`src/hdl/rtc_defines.svh`:
```
// register indexes, field positions, reset values and sync timing of the counter control block
//
// Contract
// - clear_on_match set clears the counter on a match0; clear lets it run on
// - two-bit mode field selects 32-bit, 16-bit or calendar; code 3 reserved; unsynchronized; calendar and code 3 count as 32-bit here
// - enable write reads back at once, sets enable busy until counter side follows
// - soft reset resets all registers except debug_control and disables the block
// - a write that sets soft reset discards every other bit of that write
// - soft reset bit reads 1 until the synchronized reset has finished
// - overflow event emitted on every overflow only while its enable is 1
// - match0 event emitted on every compare match only while its enable is 1
// - event control bits 7..0 enable periodic event n each
// - enable-clear write 1 clears an enable, 0 no effect, reads shared state
// - enable-set write 1 sets an enable, 0 no effect, shares enable state
// - overflow flag set the tick after overflow, interrupt if its enable set
// - match0 flag set the tick after a match, interrupt if its enable set
// - periodic flag n set when prescaler bit n+2 rises, interrupt if enabled
// - flags clear only on software writing 1; writing 0 leaves them; a finished soft reset also clears them here
// - run_in_debug 0 halts counting under debug halt; soft reset keeps it
// - busy bits 16 and 17 track scratch word 0 and 1 write synchronization
// - busy bit 15 tracks synchronization of the count read sync enable bit
// - busy bit 5 tracks synchronization of a match0 value write
// - busy bit 3 tracks read or write synchronization of the counter value
// - busy bit 2 tracks synchronization of the rate trim register
// - busy bits 1 and 0 track enable and soft reset synchronization
// - no periodic events while the prescaler code is zero
// - counter reads without count read sync enable return no valid value
// - prescaler codes 0,1 divide by 1, up to 0xB by 1024, above reserved
`ifndef RTC_DEFINES_SVH
`define RTC_DEFINES_SVH
`define RTC_IDX_CONTROL_A   8'h00
`define RTC_IDX_EVENT_CTRL  8'h04
`define RTC_IDX_IEN_CLEAR   8'h08
`define RTC_IDX_IEN_SET     8'h0A
`define RTC_IDX_FLAGS       8'h0C
`define RTC_IDX_DEBUG       8'h0E
`define RTC_IDX_PENDING     8'h10
`define RTC_IDX_RATE_TRIM   8'h14
`define RTC_IDX_COUNT       8'h18
`define RTC_IDX_MATCH0      8'h20
`define RTC_IDX_SCRATCH0    8'h40
`define RTC_IDX_SCRATCH1    8'h44
`define RTC_CA_SOFT_RESET   0
`define RTC_CA_ENABLE       1
`define RTC_CA_MODE_LO      2
`define RTC_CA_MODE_HI      3
`define RTC_CA_CLEAR_MATCH  7
`define RTC_CA_PRESC_LO     8
`define RTC_CA_PRESC_HI     11
`define RTC_CA_READ_SYNC    15
`define RTC_BIT_OVERFLOW    15
`define RTC_BIT_MATCH0      8
`define RTC_BIT_PERIODIC_HI 7
`define RTC_LIVE_MASK       16'h81FF
`define RTC_DEBUG_RUN       0
`define RTC_RESET_WORD      32'h00000000
`define RTC_TOP_HALF        32'h0000FFFF
`define RTC_TOP_WIDE        32'hFFFFFFFF
`define RTC_PRESC_MAX       4'hB
`define RTC_PERIODIC_TAP    2
`define RTC_PRESC_BITS      10
`define RTC_SYNC_CYCLES     4
`define RTC_CH_SOFT_RESET   0
`define RTC_CH_ENABLE       1
`define RTC_CH_RATE_TRIM    2
`define RTC_CH_COUNT        3
`define RTC_CH_MATCH0       4
`define RTC_CH_READ_SYNC    5
`define RTC_CH_SCRATCH0     6
`define RTC_CH_SCRATCH1     7
`define RTC_CHANNELS        8
`define RTC_SB_MATCH0       5
`define RTC_SB_READ_SYNC    15
`define RTC_SB_SCRATCH0     16
`define RTC_SB_SCRATCH1     17
`endif

```
`src/hdl/rtc_pkg.sv`:
```
// shared types of the counter control block
package rtc_pkg;
  typedef enum logic [1:0] {
    WIDE_COUNTER_MODE,
    HALF_COUNTER_MODE,
    CALENDAR_MODE,
    RESERVED_MODE
  } rtc_mode_e;

  typedef struct packed {
    logic       overflow;
    logic       match0;
    logic [7:0] periodic;
  } rtc_evt_s;
endpackage : rtc_pkg

```
`src/hdl/rtc_prescaler.sv`:
```
// prescaler: counter tick and periodic interval edges
`timescale 1ns/1ps
`include "rtc_defines.svh"
module rtc_prescaler #(
  parameter int WIDTH   = `RTC_PRESC_BITS,
  parameter int TAP     = `RTC_PERIODIC_TAP,
  parameter int PERIODS = `RTC_BIT_PERIODIC_HI + 1
) (
  input  wire logic               ref_clk,
  input  wire logic               reset,
  input  wire logic               clear,
  input  wire logic               run,
  input  wire logic [3:0]         code,
  output logic                    tick,
  output logic [PERIODS-1:0]      periodic
);
  typedef struct packed {
    logic [WIDTH-1:0] cnt;
  } rtc_presc_s;

  rtc_presc_s       s;
  rtc_presc_s       n;
  logic [WIDTH-1:0] nxt;
  logic [WIDTH-1:0] mask;

  // low bits that must all be one for a counter tick
  function automatic logic [WIDTH-1:0] divMask(input logic [3:0] c);
    logic [3:0]       k;
    logic [WIDTH-1:0] one;
    one = {{(WIDTH-1){1'b0}}, 1'b1};
    k = (c > `RTC_PRESC_MAX) ? `RTC_PRESC_MAX : c;
    if (k <= 4'h1) begin
      return '0;
    end
    return (one << (k - 4'h1)) - one;
  endfunction : divMask

  always_comb begin
    nxt = s.cnt + {{(WIDTH-1){1'b0}}, 1'b1};
    mask = divMask(code);
    n = s;
    if (clear) begin
      n.cnt = '0;
    end else if (run) begin
      n.cnt = nxt;
    end
    tick = run & ((s.cnt & mask) == mask);
    if (run && code != 4'h0) begin
      periodic = nxt[TAP+PERIODS-1:TAP] & ~s.cnt[TAP+PERIODS-1:TAP];
    end else begin
      periodic = '0;
    end
  end

  always_ff @(posedge ref_clk) begin
    if (reset) begin
      s <= '0;
    end else begin
      s <= n;
    end
  end
endmodule : rtc_prescaler

```
`src/hdl/rtc_sync_busy.sv`:
```
// per-channel synchronization busy timers
`timescale 1ns/1ps
`include "rtc_defines.svh"
module rtc_sync_busy #(
  parameter int CHANNELS = `RTC_CHANNELS,
  parameter int LENGTH   = `RTC_SYNC_CYCLES
) (
  input  wire logic                ref_clk,
  input  wire logic                reset,
  input  wire logic                clear,
  input  wire logic [CHANNELS-1:0] start,
  output logic      [CHANNELS-1:0] busy,
  output logic      [CHANNELS-1:0] done
);
  localparam int CW = $clog2(LENGTH + 1);

  typedef struct packed {
    logic [CHANNELS-1:0][CW-1:0] cnt;
  } rtc_sync_s;

  rtc_sync_s s;
  rtc_sync_s n;

  always_comb begin
    n = s;
    for (int i = 0; i < CHANNELS; i++) begin
      busy[i] = s.cnt[i] != '0;
      done[i] = s.cnt[i] == CW'(1);
      if (clear) begin
        n.cnt[i] = '0;
      end else if (start[i]) begin
        n.cnt[i] = CW'(LENGTH);
      end else if (busy[i]) begin
        n.cnt[i] = s.cnt[i] - CW'(1);
      end
    end
  end

  always_ff @(posedge ref_clk) begin
    if (reset) begin
      s <= '0;
    end else begin
      s <= n;
    end
  end
endmodule : rtc_sync_busy

```
`src/hdl/rtc_wide_counter_mode_ctrl.sv`:
```
// control, event, interrupt, debug and busy registers of the 32-bit counter
//
// Register access over APB was decided locally.
`timescale 1ns/1ps
`include "rtc_defines.svh"
module rtc_wide_counter_mode_ctrl #(
  parameter int SYNC_CYCLES = `RTC_SYNC_CYCLES
) (
  input  wire logic       ref_clk,
  input  wire logic       reset,
  input  wire logic       psel,
  input  wire logic       penable,
  input  wire logic       pwrite,
  input  wire logic [11:0] paddr,
  input  wire logic [31:0] pwdata,
  output logic      [31:0] prdata,
  output logic            pready,
  output logic            pslverr,
  input  wire logic       dbgHalt,
  output logic            irq,
  output rtc_pkg::rtc_evt_s evtOut
);
  typedef struct packed {
    logic                pready;
    logic                pslverr;
    logic [31:0]         prdata;
    logic                softReset;
    logic                enable;
    logic                enableLive;
    logic                clearOnMatch;
    logic                countReadSyncEn;
    rtc_pkg::rtc_mode_e  mode;
    logic [3:0]          presc;
    logic [15:0]         eventOutputControl;
    logic [15:0]         irqEnable;
    logic [15:0]         irqFlags;
    logic                runInDebug;
    logic                haltMeta;
    logic                haltSync;
    logic [7:0]          rateTrim;
    logic [31:0]         count;
    logic [31:0]         countWr;
    logic                countWrPend;
    logic [31:0]         match0Value;
    logic [31:0]         match0Wr;
    logic [31:0]         scratch0;
    logic [31:0]         scratch1;
    logic                irq;
    rtc_pkg::rtc_evt_s   evt;
  } rtc_ctrl_s;

  rtc_ctrl_s                 s;
  rtc_ctrl_s                 n;
  logic                      accept;
  logic                      wrAcc;
  logic                      firstRead;
  logic [7:0]                idx;
  logic                      hit;
  logic [31:0]               rdWord;
  logic                      idle;
  logic                      halted;
  logic                      run;
  logic                      tick;
  logic [7:0]                periodic;
  logic                      overflow;
  logic                      match;
  logic [15:0]                setMask;
  logic [15:0]                clrMask;
  logic [`RTC_CHANNELS-1:0]  start;
  logic [`RTC_CHANNELS-1:0]  busy;
  logic [`RTC_CHANNELS-1:0]  done;
  logic [31:0]               pendWord;

  rtc_prescaler u_presc (
    .ref_clk  (ref_clk),
    .reset    (reset),
    .clear    (done[`RTC_CH_SOFT_RESET]),
    .run      (run),
    .code     (s.presc),
    .tick     (tick),
    .periodic (periodic)
  );

  rtc_sync_busy #(
    .CHANNELS (`RTC_CHANNELS),
    .LENGTH   (SYNC_CYCLES)
  ) u_sync (
    .ref_clk (ref_clk),
    .reset   (reset),
    .clear   (done[`RTC_CH_SOFT_RESET]),
    .start   (start),
    .busy    (busy),
    .done    (done)
  );

  // busy channels placed at their status word positions
  always_comb begin
    pendWord = `RTC_RESET_WORD;
    pendWord[`RTC_CA_SOFT_RESET] = busy[`RTC_CH_SOFT_RESET];
    pendWord[`RTC_CA_ENABLE] = busy[`RTC_CH_ENABLE];
    pendWord[`RTC_CH_RATE_TRIM] = busy[`RTC_CH_RATE_TRIM];
    pendWord[`RTC_CH_COUNT] = busy[`RTC_CH_COUNT];
    pendWord[`RTC_SB_MATCH0] = busy[`RTC_CH_MATCH0];
    pendWord[`RTC_SB_READ_SYNC] = busy[`RTC_CH_READ_SYNC];
    pendWord[`RTC_SB_SCRATCH0] = busy[`RTC_CH_SCRATCH0];
    pendWord[`RTC_SB_SCRATCH1] = busy[`RTC_CH_SCRATCH1];
  end

  // read decode
  always_comb begin
    idx = paddr[9:2];
    hit = paddr[11:10] == 2'b00;
    rdWord = `RTC_RESET_WORD;
    unique case (idx)
      `RTC_IDX_CONTROL_A: begin
        rdWord[`RTC_CA_SOFT_RESET] = s.softReset;
        rdWord[`RTC_CA_ENABLE] = s.enable;
        rdWord[`RTC_CA_MODE_HI:`RTC_CA_MODE_LO] = s.mode;
        rdWord[`RTC_CA_CLEAR_MATCH] = s.clearOnMatch;
        rdWord[`RTC_CA_PRESC_HI:`RTC_CA_PRESC_LO] = s.presc;
        rdWord[`RTC_CA_READ_SYNC] = s.countReadSyncEn;
      end
      `RTC_IDX_EVENT_CTRL: rdWord[15:0] = s.eventOutputControl;
      `RTC_IDX_IEN_CLEAR: rdWord[15:0] = s.irqEnable;
      `RTC_IDX_IEN_SET: rdWord[15:0] = s.irqEnable;
      `RTC_IDX_FLAGS: rdWord[15:0] = s.irqFlags;
      `RTC_IDX_DEBUG: rdWord[`RTC_DEBUG_RUN] = s.runInDebug;
      `RTC_IDX_PENDING: rdWord = pendWord;
      `RTC_IDX_RATE_TRIM: rdWord[7:0] = s.rateTrim;
      `RTC_IDX_COUNT: begin
        if (s.countReadSyncEn) begin
          rdWord = s.count;
        end else begin
          rdWord = `RTC_RESET_WORD;
        end
      end
      `RTC_IDX_MATCH0: rdWord = s.match0Wr;
      `RTC_IDX_SCRATCH0: rdWord = s.scratch0;
      `RTC_IDX_SCRATCH1: rdWord = s.scratch1;
      default: hit = 1'b0;
    endcase
  end

  always_comb begin
    n = s;
    start = '0;
    clrMask = '0;
    setMask = '0;
    overflow = 1'b0;
    match = 1'b0;
    accept = psel & penable & s.pready;
    wrAcc = accept & pwrite & hit;
    firstRead = psel & penable & ~s.pready & ~pwrite & hit;
    idle = ~s.enable & ~s.enableLive;

    // bus answer one cycle after the access phase opens
    n.pready = psel & penable & ~s.pready;
    n.pslverr = n.pready & ~hit;
    n.prdata = (n.pready && !pwrite && hit) ? rdWord : `RTC_RESET_WORD;
    if (firstRead && idx == `RTC_IDX_COUNT && s.countReadSyncEn) begin
      start[`RTC_CH_COUNT] = 1'b1;
    end

    // debug halt input synchronizer
    n.haltMeta = dbgHalt;
    n.haltSync = s.haltMeta;

    // counter advance
    if (tick) begin
      match = s.count == s.match0Value;
      if (s.mode == rtc_pkg::HALF_COUNTER_MODE) begin
        overflow = s.count[15:0] == `RTC_TOP_HALF;
      end else begin
        overflow = s.count == `RTC_TOP_WIDE;
      end
      if (match && s.clearOnMatch) begin
        n.count = `RTC_RESET_WORD;
      end else if (overflow) begin
        n.count = `RTC_RESET_WORD;
      end else begin
        n.count = s.count + 32'h00000001;
      end
    end

    // events
    n.evt.overflow = overflow & s.eventOutputControl[`RTC_BIT_OVERFLOW];
    n.evt.match0 = match & s.eventOutputControl[`RTC_BIT_MATCH0];
    n.evt.periodic = periodic & s.eventOutputControl[`RTC_BIT_PERIODIC_HI:0];

    // flag sources
    setMask[`RTC_BIT_OVERFLOW] = overflow;
    setMask[`RTC_BIT_MATCH0] = match;
    setMask[`RTC_BIT_PERIODIC_HI:0] = periodic;

    // register writes
    if (wrAcc) begin
      unique case (idx)
        `RTC_IDX_CONTROL_A: begin
          if (pwdata[`RTC_CA_SOFT_RESET]) begin
            n.softReset = 1'b1;
            start[`RTC_CH_SOFT_RESET] = 1'b1;
          end else begin
            n.enable = pwdata[`RTC_CA_ENABLE];
            start[`RTC_CH_ENABLE] = 1'b1;
            n.countReadSyncEn = pwdata[`RTC_CA_READ_SYNC];
            start[`RTC_CH_READ_SYNC] = 1'b1;
            if (idle) begin
              n.mode = rtc_pkg::rtc_mode_e'(pwdata[`RTC_CA_MODE_HI:`RTC_CA_MODE_LO]);
              n.clearOnMatch = pwdata[`RTC_CA_CLEAR_MATCH];
              n.presc = pwdata[`RTC_CA_PRESC_HI:`RTC_CA_PRESC_LO];
            end
          end
        end
        `RTC_IDX_EVENT_CTRL: begin
          if (idle) begin
            n.eventOutputControl = pwdata[15:0] & `RTC_LIVE_MASK;
          end
        end
        `RTC_IDX_IEN_CLEAR: begin
          n.irqEnable = s.irqEnable & ~(pwdata[15:0] & `RTC_LIVE_MASK);
        end
        `RTC_IDX_IEN_SET: begin
          n.irqEnable = s.irqEnable | (pwdata[15:0] & `RTC_LIVE_MASK);
        end
        `RTC_IDX_FLAGS: clrMask = pwdata[15:0] & `RTC_LIVE_MASK;
        `RTC_IDX_DEBUG: n.runInDebug = pwdata[`RTC_DEBUG_RUN];
        `RTC_IDX_RATE_TRIM: begin
          n.rateTrim = pwdata[7:0];
          start[`RTC_CH_RATE_TRIM] = 1'b1;
        end
        `RTC_IDX_COUNT: begin
          n.countWr = pwdata;
          n.countWrPend = 1'b1;
          start[`RTC_CH_COUNT] = 1'b1;
        end
        `RTC_IDX_MATCH0: begin
          n.match0Wr = pwdata;
          start[`RTC_CH_MATCH0] = 1'b1;
        end
        `RTC_IDX_SCRATCH0: begin
          n.scratch0 = pwdata;
          start[`RTC_CH_SCRATCH0] = 1'b1;
        end
        `RTC_IDX_SCRATCH1: begin
          n.scratch1 = pwdata;
          start[`RTC_CH_SCRATCH1] = 1'b1;
        end
        default: begin
        end
      endcase
    end

    // set wins over a software clear in the same cycle
    n.irqFlags = (s.irqFlags & ~clrMask) | setMask;

    // counter-side completion of synchronized writes
    if (done[`RTC_CH_ENABLE]) begin
      n.enableLive = s.enable;
    end
    if (done[`RTC_CH_COUNT] && s.countWrPend) begin
      n.count = s.countWr;
      n.countWrPend = 1'b0;
    end
    if (done[`RTC_CH_MATCH0]) begin
      n.match0Value = s.match0Wr;
    end

    // finished soft reset: all back to zero except debug and bus answer
    if (done[`RTC_CH_SOFT_RESET]) begin
      n = '0;
      n.runInDebug = s.runInDebug;
      n.haltMeta = dbgHalt;
      n.haltSync = s.haltMeta;
      n.pready = psel & penable & ~s.pready;
      n.pslverr = n.pready & ~hit;
      n.prdata = (n.pready && !pwrite && hit) ? rdWord : `RTC_RESET_WORD;
    end

    n.irq = |(n.irqFlags & n.irqEnable);
  end

  always_ff @(posedge ref_clk) begin
    if (reset) begin
      s <= '0;
    end else begin
      s <= n;
    end
  end

  assign halted = s.haltSync & ~s.runInDebug;
  assign run = s.enableLive & ~halted;

  assign prdata = s.prdata;
  assign pready = s.pready;
  assign pslverr = s.pslverr;
  assign irq = s.irq;
  assign evtOut = s.evt;
endmodule : rtc_wide_counter_mode_ctrl

```
`config.mk`:
```
export PLATFORM = sky130hd
export DESIGN_NAME = rtc_wide_counter_mode_ctrl
export DESIGN_NICKNAME = d
export VERILOG_FILES = /design/src/hdl/rtc_pkg.sv /design/src/hdl/rtc_prescaler.sv /design/src/hdl/rtc_sync_busy.sv /design/src/hdl/rtc_wide_counter_mode_ctrl.sv
export VERILOG_INCLUDE_DIRS = /design/src /design/src/hdl
export SDC_FILE = /design/constraint.sdc
export NUM_CORES = 1
export LEC_CHECK = 0
export BUFFER_PORTS_ARGS = -buffer_cell sky130_fd_sc_hd__buf_2
export CORE_UTILIZATION = 29
export CTS_BUF_LIST = sky130_fd_sc_hd__clkbuf_8
export CTS_CLUSTER_SIZE = 14
export DETAILED_ROUTE_END_ITERATION = 8
export GPL_ROUTABILITY_DRIVEN = 0
export PLACE_DENSITY_LB_ADDON = 0.3
export SETUP_SLACK_MARGIN = 0.3
export SYNTH_ARGS = -nofsm -noshare
export SYNTH_HDL_FRONTEND = slang
export SYNTH_SLANG_ARGS = --single-unit
```
`constraint.sdc`:
```
create_clock -name ref_clk -period 3.9 [get_ports ref_clk]
set_input_delay 0.195 -clock ref_clk [delete_from_list [all_inputs] [get_ports ref_clk]]
set_output_delay 0.195 -clock ref_clk [all_outputs]
set_load 0.005 [all_outputs]
```
* After elaboration in Yosys (flattened, before gate mapping)
Cells that the tools add are included.
** Storage, ports and cells
- Input bits :: 50
- Register bits :: 336
** Operators by class
- Magnitude comparators :: 2
- Eq/ne operators :: 20
- Shifts and indexed selects :: 1
- Muxes and demuxes :: 68
- Reductions and logical operators :: 51
- Add/subtract/negate cells :: 12
- Bitwise logic cells :: 34
** Operators with widths (number)
- 32-bit two-way mux :: 10
- 247-bit two-way mux :: 1
- 96-bit two-way mux :: 1
- 16-bit one-hot mux with 5 select lines :: 1
- 33-bit two-way mux :: 2
- 16-bit AND :: 3
- 16-bit two-way mux :: 3
- 3-bit two-way mux :: 16
- 32-bit by 1-bit adder with 32-bit output, second input constant :: 1
- 32-bit == test :: 1
- 32-bit == test, second input constant :: 1
- 8-bit by 4-bit == test with 1-bit output, second input constant :: 4
- 8-bit two-way mux :: 4
- 16-bit inverter :: 2
- 16-bit OR :: 2
- 16-bit one-hot mux with 2 select lines :: 1
- 4-bit one-hot mux with 8 select lines :: 1
- 3-bit one-hot mux with 10 select lines :: 1
- 3-bit one-hot mux with 9 select lines :: 1
- 3-bit OR reduction :: 9
- 8-bit by 5-bit == test with 1-bit output, second input constant :: 3
- 3-bit nonzero test :: 8
- 3-bit by 1-bit subtractor with 3-bit output, second input constant :: 8
- 10-bit two-way mux :: 2
- 36 further kinds :: 102

* Depth between registers and ports, before layout
Gate-level depths: netlist of the first run.
- Depth in word-level cells :: 17
- Gate-level depth with buffers :: 15
- Gate-level depth less buffers :: 12

* Hierarchy
Synthesis of the first run repeated with hierarchy kept, for this count alone.
** Unflattened totals
- Cells, all modules :: 1818
- Area, all modules :: 15336.0 sq um
** By module, submodules not included
- rtc_wide_counter_mode_ctrl :: seq. area each 6045.8 sq um, instances 1, area each 13037.5 sq um, cells each 1562
- rtc_sync_busy :: seq. area each 480.5 sq um, instances 1, area each 1438.9 sq um, cells each 148
- rtc_prescaler :: seq. area each 200.2 sq um, instances 1, area each 859.6 sq um, cells each 108

* Worst setup path before layout of the first run
No wires, ideal clock.
- Path type :: reg-to-reg
- Start point :: register s[266] in the netlist's numbering
- End point :: register s[180] in the netlist's numbering
- Path slack :: 1077 ps
- Arrival time :: 2738 ps
- Library setup time :: 85 ps
- Buffers on the path :: 2
- Cell stages (with the launch flop) :: 14
- Path through :: dfxtp_1 > buf_4 > inv_1 > nand2_1 > or3_1 > ha_1 > nand2b_1 > a21oi_1 > a311oi_1 > a31oi_2 > nor4_4 > buf_6 > a22oi_2 > o221ai_1
** On the way
- Longest elaborated chain between the ends :: 10
- Elaborated cells between the ends (all ways) :: 12
- Classes of those cells :: 2 x add/sub; 2 x order compare; 1 x eq/ne; 1 x shift; 3 x mux; 2 x bitwise; 1 x reduce/logical
** RTL lines
- start: declaration :: line rtc_wide_counter_mode_ctrl.sv:52 : rtc_ctrl_s s;
- start signal: assignment :: line rtc_wide_counter_mode_ctrl.sv:286 : s <= n;
- 4-bit > comparator (no line)
- 4-bit two-way mux (*) :: line rtc_prescaler.sv:31 : k = (c > `RTC_PRESC_MAX) ? `RTC_PRESC_MAX : c;
- 4-bit by 1-bit subtractor with 4-bit output :: line rtc_prescaler.sv:35 : return (one << (k - 4'h1)) - one;
- 1-bit by 4-bit left shift with 10-bit output :: line rtc_prescaler.sv:35
- 10-bit by 1-bit subtractor with 10-bit output :: line rtc_prescaler.sv:35
- 10-bit two-way mux (*) :: line rtc_prescaler.sv:35
- 10-bit AND :: line rtc_prescaler.sv:47 : tick = run & ((s.cnt & mask) == mask);
- 10-bit == test (*) :: line rtc_prescaler.sv:47
- 1-bit AND (*) :: line rtc_prescaler.sv:47
- 2-bit nonzero test (no line) (*)
Mark *: on every way between the ends. The rest lies on a longest branch, timed or not.
A chain may end at the register's enable or synchronous reset.

* Worst setup path in the final report of the first run
- Start point :: register s[264] in the netlist's numbering
- End point :: register s[177] in the netlist's numbering
The elaborated chain is that of the path after synthesis.

==> flow_metrics.tcl, run 1 <==
set metrics [dict create \
    vias 13472 \
    setup_viol 0 \
    die_w_um 230 \
    drive_gt1_share_pct 13.2 \
    cp_slowest_stage_delay_ps 590 \
    swShare_pct 28.1 \
    crit_type "flip-flop to flip-flop" \
    whs_path_depth 4 \
    clk_path_buf_depth 3 \
    yosys.area_share.simple_pct 20.2 \
    pin_count 95 \
    place_inst 2480 \
    path_cells "inv_1 > or3_1 > ha_1 > nand2b_1 > a21oi_1 > a311oi_1 > a31oi_2 > nor4_4 > buf_4 > a32oi_1 > o221ai_1" \
    cp_slowest_cell "dfxtp_1" \
    slew_viol_final 0 \
    ys.warnings.count 0 \
    vdd_ir_drop_max_uv 218 \
    first_pass_iters 5 \
    synth.top_cell.area_share_pct 44.5 \
    critical_path.endpoint_type "flip-flop" \
    synth_top_family_by_area "simple AND/OR/NAND/NOR gates" \
    post-synth-top-count-cell "nand2_1" \
    async_reset_ff_share_pct 0 \
    internal_power_mw 5.67 \
    yosysTopAreaCell "dfxtp_1" \
    drt-initial-drc-count 1009 \
    p_leak_nw 6.29 \
    rows 83 \
    avgSynthCellArea_um2 8.23 \
    fin_nets 1979 \
    min_period_over_period_pct 84.6 \
    ys_seq_elements 336 \
    p_seq_share_pct 45.3 \
    start_util_pct 29.4 \
    outcome "finished clean" \
    dieArea_mm2 0.0530 \
    final_cells 2617 \
    tightest_slew_ps 1060 \
    finalPower_mw 7.89 \
    cts_buffers 54 \
    path_clk_slew_ps 60 \
    cts_tree "done" \
    root_buffer "clkbuf_8" \
    htreeDepth 2 \
    hp-class "input port to flip-flop" \
    critPathMaxFanout 14 \
    period_minus_slack_ps 3300 \
    gr-total-overflow 0 \
    netlist_top_cells_area "dfxtp_1, nand2_1, a21oi_1" \
    multi_input_area_mm2 0.00735 \
    wl_um 50300 \
    ys.flop_type "dfxtp_1" \
    syn_nets 1921 \
    synthXorXnorAreaFrac_pct 3.54 \
    postCtsResizedCells 0 \
    ff_latch_area_mm2 0.00673 \
    grt_util_all_layers_pct 18.6 \
    final_util_pct 34.0 \
    muxShareOfSynthArea_pct 1.66 \
    yosys-top-cells-count "nand2_1, dfxtp_1, a21oi_1" \
    p_clk_share_pct 41.1 \
    yosysSeqAreaShare_pct 44.5 \
    synth_fa_ha_area_share_pct 2.98 \
    start_kind "flip-flop" \
    clk_latency_ps 610 \
    vias_per_cell 5.15 \
    drcViolationCount 0 \
    grt_pass1_wl_um 77200 \
    grt_max_degree 86 \
    die_h_um 230 \
    drv_cap 0 \
    synth_edf_count 0 \
    critPathArrivalTime_ps 3820 \
    slew_headroom_pct 29.3 \
    mappedNetlistArea_mm2 0.0151 \
    yosysUniqueCellTypes 72 \
    antenna_found_initial 0 \
    hpwl_um 34800 \
    powerDensity_mw_per_mm2 451 \
    p_switching_mw 2.22 \
    p_comb_share_pct 13.7 \
    cp.required_ps 4420 \
    nFillCells 5342 \
    cts_sinks 336 \
    area_growth_pct 15.8 \
    drtAntennaViolNets 0 \
    finClkSkew_ps 19.8 \
    netlist_instances 1835 \
    finalSetupTns_ps 0 \
    reg2regPathDepth 11 \
    numPortBuffers 92 \
    core_region_area_mm2 0.0514 \
    synth_compound_area_share_pct 20.0 \
    grt_pass1_vias 13042 \
    max_clock_freq_ghz 0.303 \
    routedWlPerCell_um 19.2 \
    finalHoldViolations 0 \
    rsz0062_at_grt "false" \
]
power by group through the flow:
| stage | combinational, mW | clock, mW | sequential, mW |
|---|---|---|---|
| 6_report | 1.08 | 3.24 | 3.57 |
| 5_1_grt | 1.21 | 3.46 | 3.58 |
| 4_1_cts | 1.09 | 3.32 | 3.57 |
| 3_5_place_dp | 1.05 | 0 | 3.65 |
| 3_3_place_gp | 0.999 | 0 | 3.64 |
| 2_1_floorplan | 0.739 | 0 | 3.64 |
metrics by stage:
stage / area [um2] / hold slack (ps) / setup WS [ps]
floorplan: 15100 / 267 / 1080
global placement: 16000 / 421 / 605
detailed placement: 16000 / 422 / 536
CTS: 17500 / 97.1 / 485
global route: 17500 / 137 / 329
finish: 17500 / 142 / 601
cell type report:
type                    count  share of cell area, %
clock buffers              77                   6.05
clock inverters            21                  0.658
repair buffers            176                   6.91
well taps                 680                   4.86
flip-flops and latches    336                   38.4
inverters                  51                   1.09
diodes                      2                 0.0286
multi-input cells        1274                   42.0
cell usage in the layout, fill, tap and decap left out, types with 36 or more instances in the layout:
master,synthesis,layout
dfxtp_1,336,336
buf_2,23,92
nand2_1,402,402
dlygate4sd3_1,0,37
a22oi_1,77,77
clkbuf_8,0,77
inv_1,51,63
a21oi_1,215,215
buf_4,45,45
xor2_1,49,49
nor2_1,107,104
ha_1,36,36
path summary, 6_finish.rpt:
path | slack [ps] | end | from
setup / recovery | 600 | s[177] | s[264]
setup reg to reg | 600 | s[177] | s[264]
hold / removal | 140 | pslverr | paddr[5]
hold reg to reg | 450 | s[195] | s[163]
worst max-delay path: cells and delay by family, from the launching register on:
family	cells	cell delay [ps]
adders and majority gates	1	230
DFF	1	590
buffers and inverters	2	370
AOI/OAI and AO/OA	5	1100
and+or+nand+nor	3	920
registers in the layout (all words and copies together), names as in the netlist:
register / count
pslverr: 1
u_presc.s: 10
prdata: 32
irq: 1
s: 257
pready: 1
evtOut: 10
u_sync.s: 24
cell families (layout without fill, tap and decap cells):
| family | after synthesis | in the layout |
|---|---|---|
| buf+inv | 225 | 325 |
| fa+ha+maj | 36 | 36 |
| compound gates | 466 | 466 |
| mux | 25 | 25 |
| simple gates | 686 | 686 |
| flops | 336 | 336 |
| xor+xnor | 61 | 61 |
| other cells | 0 | 2 |
routing by layer:
metal  vias to the layer above  track usage [%]  share of wire, %
li1                       6434                -                 -
met1                      6543             22.8                42
met2                       399             32.0                49
met3                        96             3.39               5.5
met4                         0             7.53               3.4
met5                         -                0                 0
what timing repair did:
item,CTS,global route
hold endpoints to repair,162,0
buffers inserted,0,0
hold buffers,37,0
setup endpoints to repair,0,6
(Power assumes the default switching activity.)
==> inputs of run 2 (changes only) <==
--- a/config.mk
+++ b/config.mk
@@ -6,6 +6,7 @@
 export SDC_FILE = /design/constraint.sdc
 export NUM_CORES = 1
 export LEC_CHECK = 0
+export ABC_AREA = 1
 export BUFFER_PORTS_ARGS = -buffer_cell sky130_fd_sc_hd__buf_2
 export CORE_UTILIZATION = 29
 export CTS_BUF_LIST = sky130_fd_sc_hd__clkbuf_8
==> constraint.sdc (replaced) <==
create_clock -name ref_clk -period 3.1 [get_ports ref_clk]
set_input_delay 0.155 -clock ref_clk [delete_from_list [all_inputs] [get_ports ref_clk]]
set_output_delay 0.155 -clock ref_clk [all_outputs]
set_load 0.005 [all_outputs]
==> run 2 against run 1 <==
Routed wire length is 7.3% higher. First-iteration DRC count grew 54%. Die area is 5.7% higher. Sequential power rose by 35%. Fmax up 23%. Critical path type unchanged. Largest cell class unchanged. Largest power group unchanged.
==> flow_metrics.tcl, run 2 <==
set metrics [dict create \
    slew_headroom_pct 37.5 \
    p_seq_share_pct 43.7 \
    path_cells "inv_1 > nand2_1 > nand2_1 > nor2_1 > nand2_1 > nor2_1 > nand2_1 > nor2_1 > nand2_1 > buf_4 > o2111ai_1 > o21ai_0 > nand2_1 > a21oi_1" \
    swShare_pct 32.1 \
    synth_compound_area_share_pct 21.0 \
    hp-class "input port to flip-flop" \
    placed_area_mm2 0.0169 \
    yosysSeqAreaShare_pct 42.1 \
    final_cells 3078 \
    p_clk_share_pct 36.2 \
    min_period_over_period_pct 86.4 \
    grt_max_degree 97 \
    critPathArrivalTime_ps 3140 \
    ys.flop_type "dfxtp_1" \
    start_kind "flip-flop" \
    netlist_instances 2257 \
    p_comb_share_pct 20.1 \
    setup_viol 0 \
    p_leak_nw 7.12 \
    drtAntennaViolNets 0 \
    area_growth_pct 15.7 \
    cp_num_cells 14 \
    pin_count 95 \
    cp_slowest_cell "dfxtp_1" \
    routedWlPerCell_um 17.5 \
    cp.required_ps 3560 \
    grt_util_all_layers_pct 18.9 \
    synth_edf_count 0 \
    largest_reg_flops 257 \
    cp_top_family "simple AND/OR/NAND/NOR gates" \
    finClkSkew_ps 39.7 \
    avgSynthCellArea_um2 7.08 \
    core_region_area_mm2 0.0541 \
    wl_um 53900 \
    rsz0062_at_grt "false" \
    outcome "finished clean" \
    vias_per_cell 5.02 \
    antenna_cells 0 \
    cts_buffers 55 \
    muxShareOfSynthArea_pct 0 \
    yosysUniqueCellTypes 42 \
    gr-total-overflow 0 \
    synthXorXnorAreaFrac_pct 1.59 \
    drt-initial-drc-count 1556 \
    reg2regPathDepth 14 \
    tightest_slew_ps 934 \
    finish.instance_area_mm2 0.0185 \
    synth.top_cell.area_share_pct 42.1 \
    drv_cap 0 \
    largest-register "s" \
    vias 15437 \
    whs_path_depth 6 \
    rows 85 \
    path_clk_slew_ps 60 \
    vdd_ir_drop_max_uv 268 \
    finalHoldViolations 0 \
    start_util_pct 29.5 \
    grt_pass1_wl_um 83200 \
    syn_nets 2343 \
    async_reset_ff_share_pct 0 \
    clk_latency_ps 630 \
    ys_seq_elements 336 \
    root_buffer "clkbuf_8" \
    die_w_um 237 \
    fin_nets 2427 \
    max_clock_freq_ghz 0.373 \
    internal_power_mw 7.46 \
    critPathMaxFanout 32 \
    final_common_cell "nand2_1" \
    finalPower_mw 11.0 \
    crit_type "flip-flop to flip-flop" \
    finalSetupTns_ps 0 \
    htreeDepth 2 \
    cts_sinks 336 \
    final_cell_mix "nand2_1, inv_1, dfxtp_1, a21oi_1, o21ai_0" \
    post-synth-top-count-cell "nand2_1" \
    grt_pass1_vias 14621 \
    drive_gt1_share_pct 10.4 \
    critical_path.endpoint_type "flip-flop" \
    cts_tree "done" \
    mappedNetlistArea_mm2 0.0160 \
    synth_top_family_by_area "compound AO/OA/AOI/OAI gates" \
    ys.warnings.count 0 \
    clk_path_buf_depth 3 \
    p_switching_mw 3.53 \
    powerDensity_mw_per_mm2 595 \
    dieArea_mm2 0.0560 \
    slew_viol_final 0 \
    antenna_found_initial 1 \
    cp_slowest_stage_delay_ps 550 \
    cpMostUsedCell "nand2_1" \
    yosys-top-cells-count "nand2_1, dfxtp_1, inv_1" \
    first_pass_iters 6 \
    place_inst 2939 \
    synth_fa_ha_area_share_pct 2.82 \
    drcViolationCount 0 \
    hpwl_um 38300 \
    yosys.area_share.simple_pct 19.9 \
    period_minus_slack_ps 2680 \
    numPortBuffers 92 \
    path_buf_inv 2 \
    netlist_top_cells_area "dfxtp_1, nand2_1, a21oi_1" \
    yosysTopAreaCell "dfxtp_1" \
    die_h_um 237 \
]
## run 2: cell types whose count changed after synthesis, sizes merged, moves of 22 or more
cell   before  now
inv        51  326
mux2i      25    0
o21ai      32  228
nand4      12   45
and3       27    0
a21oi     223  270
o22ai       5   52
a22oi      79    2
nand3      28   64
xor2       49   27
nor2      108  174
## run 2: metal layers
metal	global-route usage [%]	vias to the layer above	part of all wire, %	routed length [um]
met4	6.97	0	3.3	1760
met3	2.63	108	6.7	3610
met5	0	-	0	0
met2	29.6	583	44	23600
li1	-	7551	-	-
met1	26.2	7195	46	24900
## run 2: path summary, 6_finish.rpt
kind | startpoint | end | slack, ps
max | s[176] | s[182] | 420
min reg2reg | s[213] | s[212] | 410
min | paddr[10] | s[221] | 110
max reg2reg | s[176] | s[182] | 420
## run 2: layout make-up
| class | count | area (um2) |
|---|---|---|
| clock inverters | 33 | 216 |
| multi-input cells | 1439 | 7290 |
| well taps | 696 | 871 |
| flip-flops and latches | 336 | 6730 |
| repair buffers | 180 | 1240 |
| fillers | 5750 | 35700 |
| clock buffers | 65 | 895 |
| inverters | 329 | 1240 |
## run 2: cell families (layout without fill, tap and decap cells)
group,after synthesis,count (layout)
flip-flops,336,336
buffers and inverters,482,607
XOR/XNOR,29,29
AND/OR/NAND/NOR,755,755
AO/OA/AOI/OAI,619,619
adder cells (fa/ha/maj),36,36
## run 2: worst register-to-register path, stage by stage, from the launching register on
cell and delay [ps]:
dfxtp_1 550, inv_1 220, nand2_1 100, nand2_1 50, nor2_1 90, nand2_1 80
nor2_1 110, nand2_1 60, nor2_1 440, nand2_1 130, buf_4 280, o2111ai_1 160
o21ai_0 130, nand2_1 70, a21oi_1 50
## run 2: per-stage QoR
step                      util [%]  worst slack [ps]  hold WS, ps
after floorplan                  -               659          226
after global placement        31.3               364          374
after detailed placement      31.3               339          380
after CTS                     34.1               335         91.1
after global routing          34.1               301          148
final                         34.1               423          109
## run 2: power by group through the flow
| stage | Combinational, mW | Clock (mW) | Sequential (mW) |
|---|---|---|---|
| floorplan | 1.51 | 0 | 4.84 |
| global placement | 2.06 | 0 | 4.89 |
| detailed placement | 2.14 | 0 | 4.90 |
| CTS | 2.19 | 4.04 | 4.80 |
| global route | 2.50 | 4.25 | 4.84 |
| finish | 2.21 | 3.98 | 4.81 |
## run 2: what timing repair did
item	CTS	global route
hold buffers	39	0
setup endpoints to repair	0	43
endpoints found under the hold margin	138	0
setup buffers	0	2
resized for setup	0	10
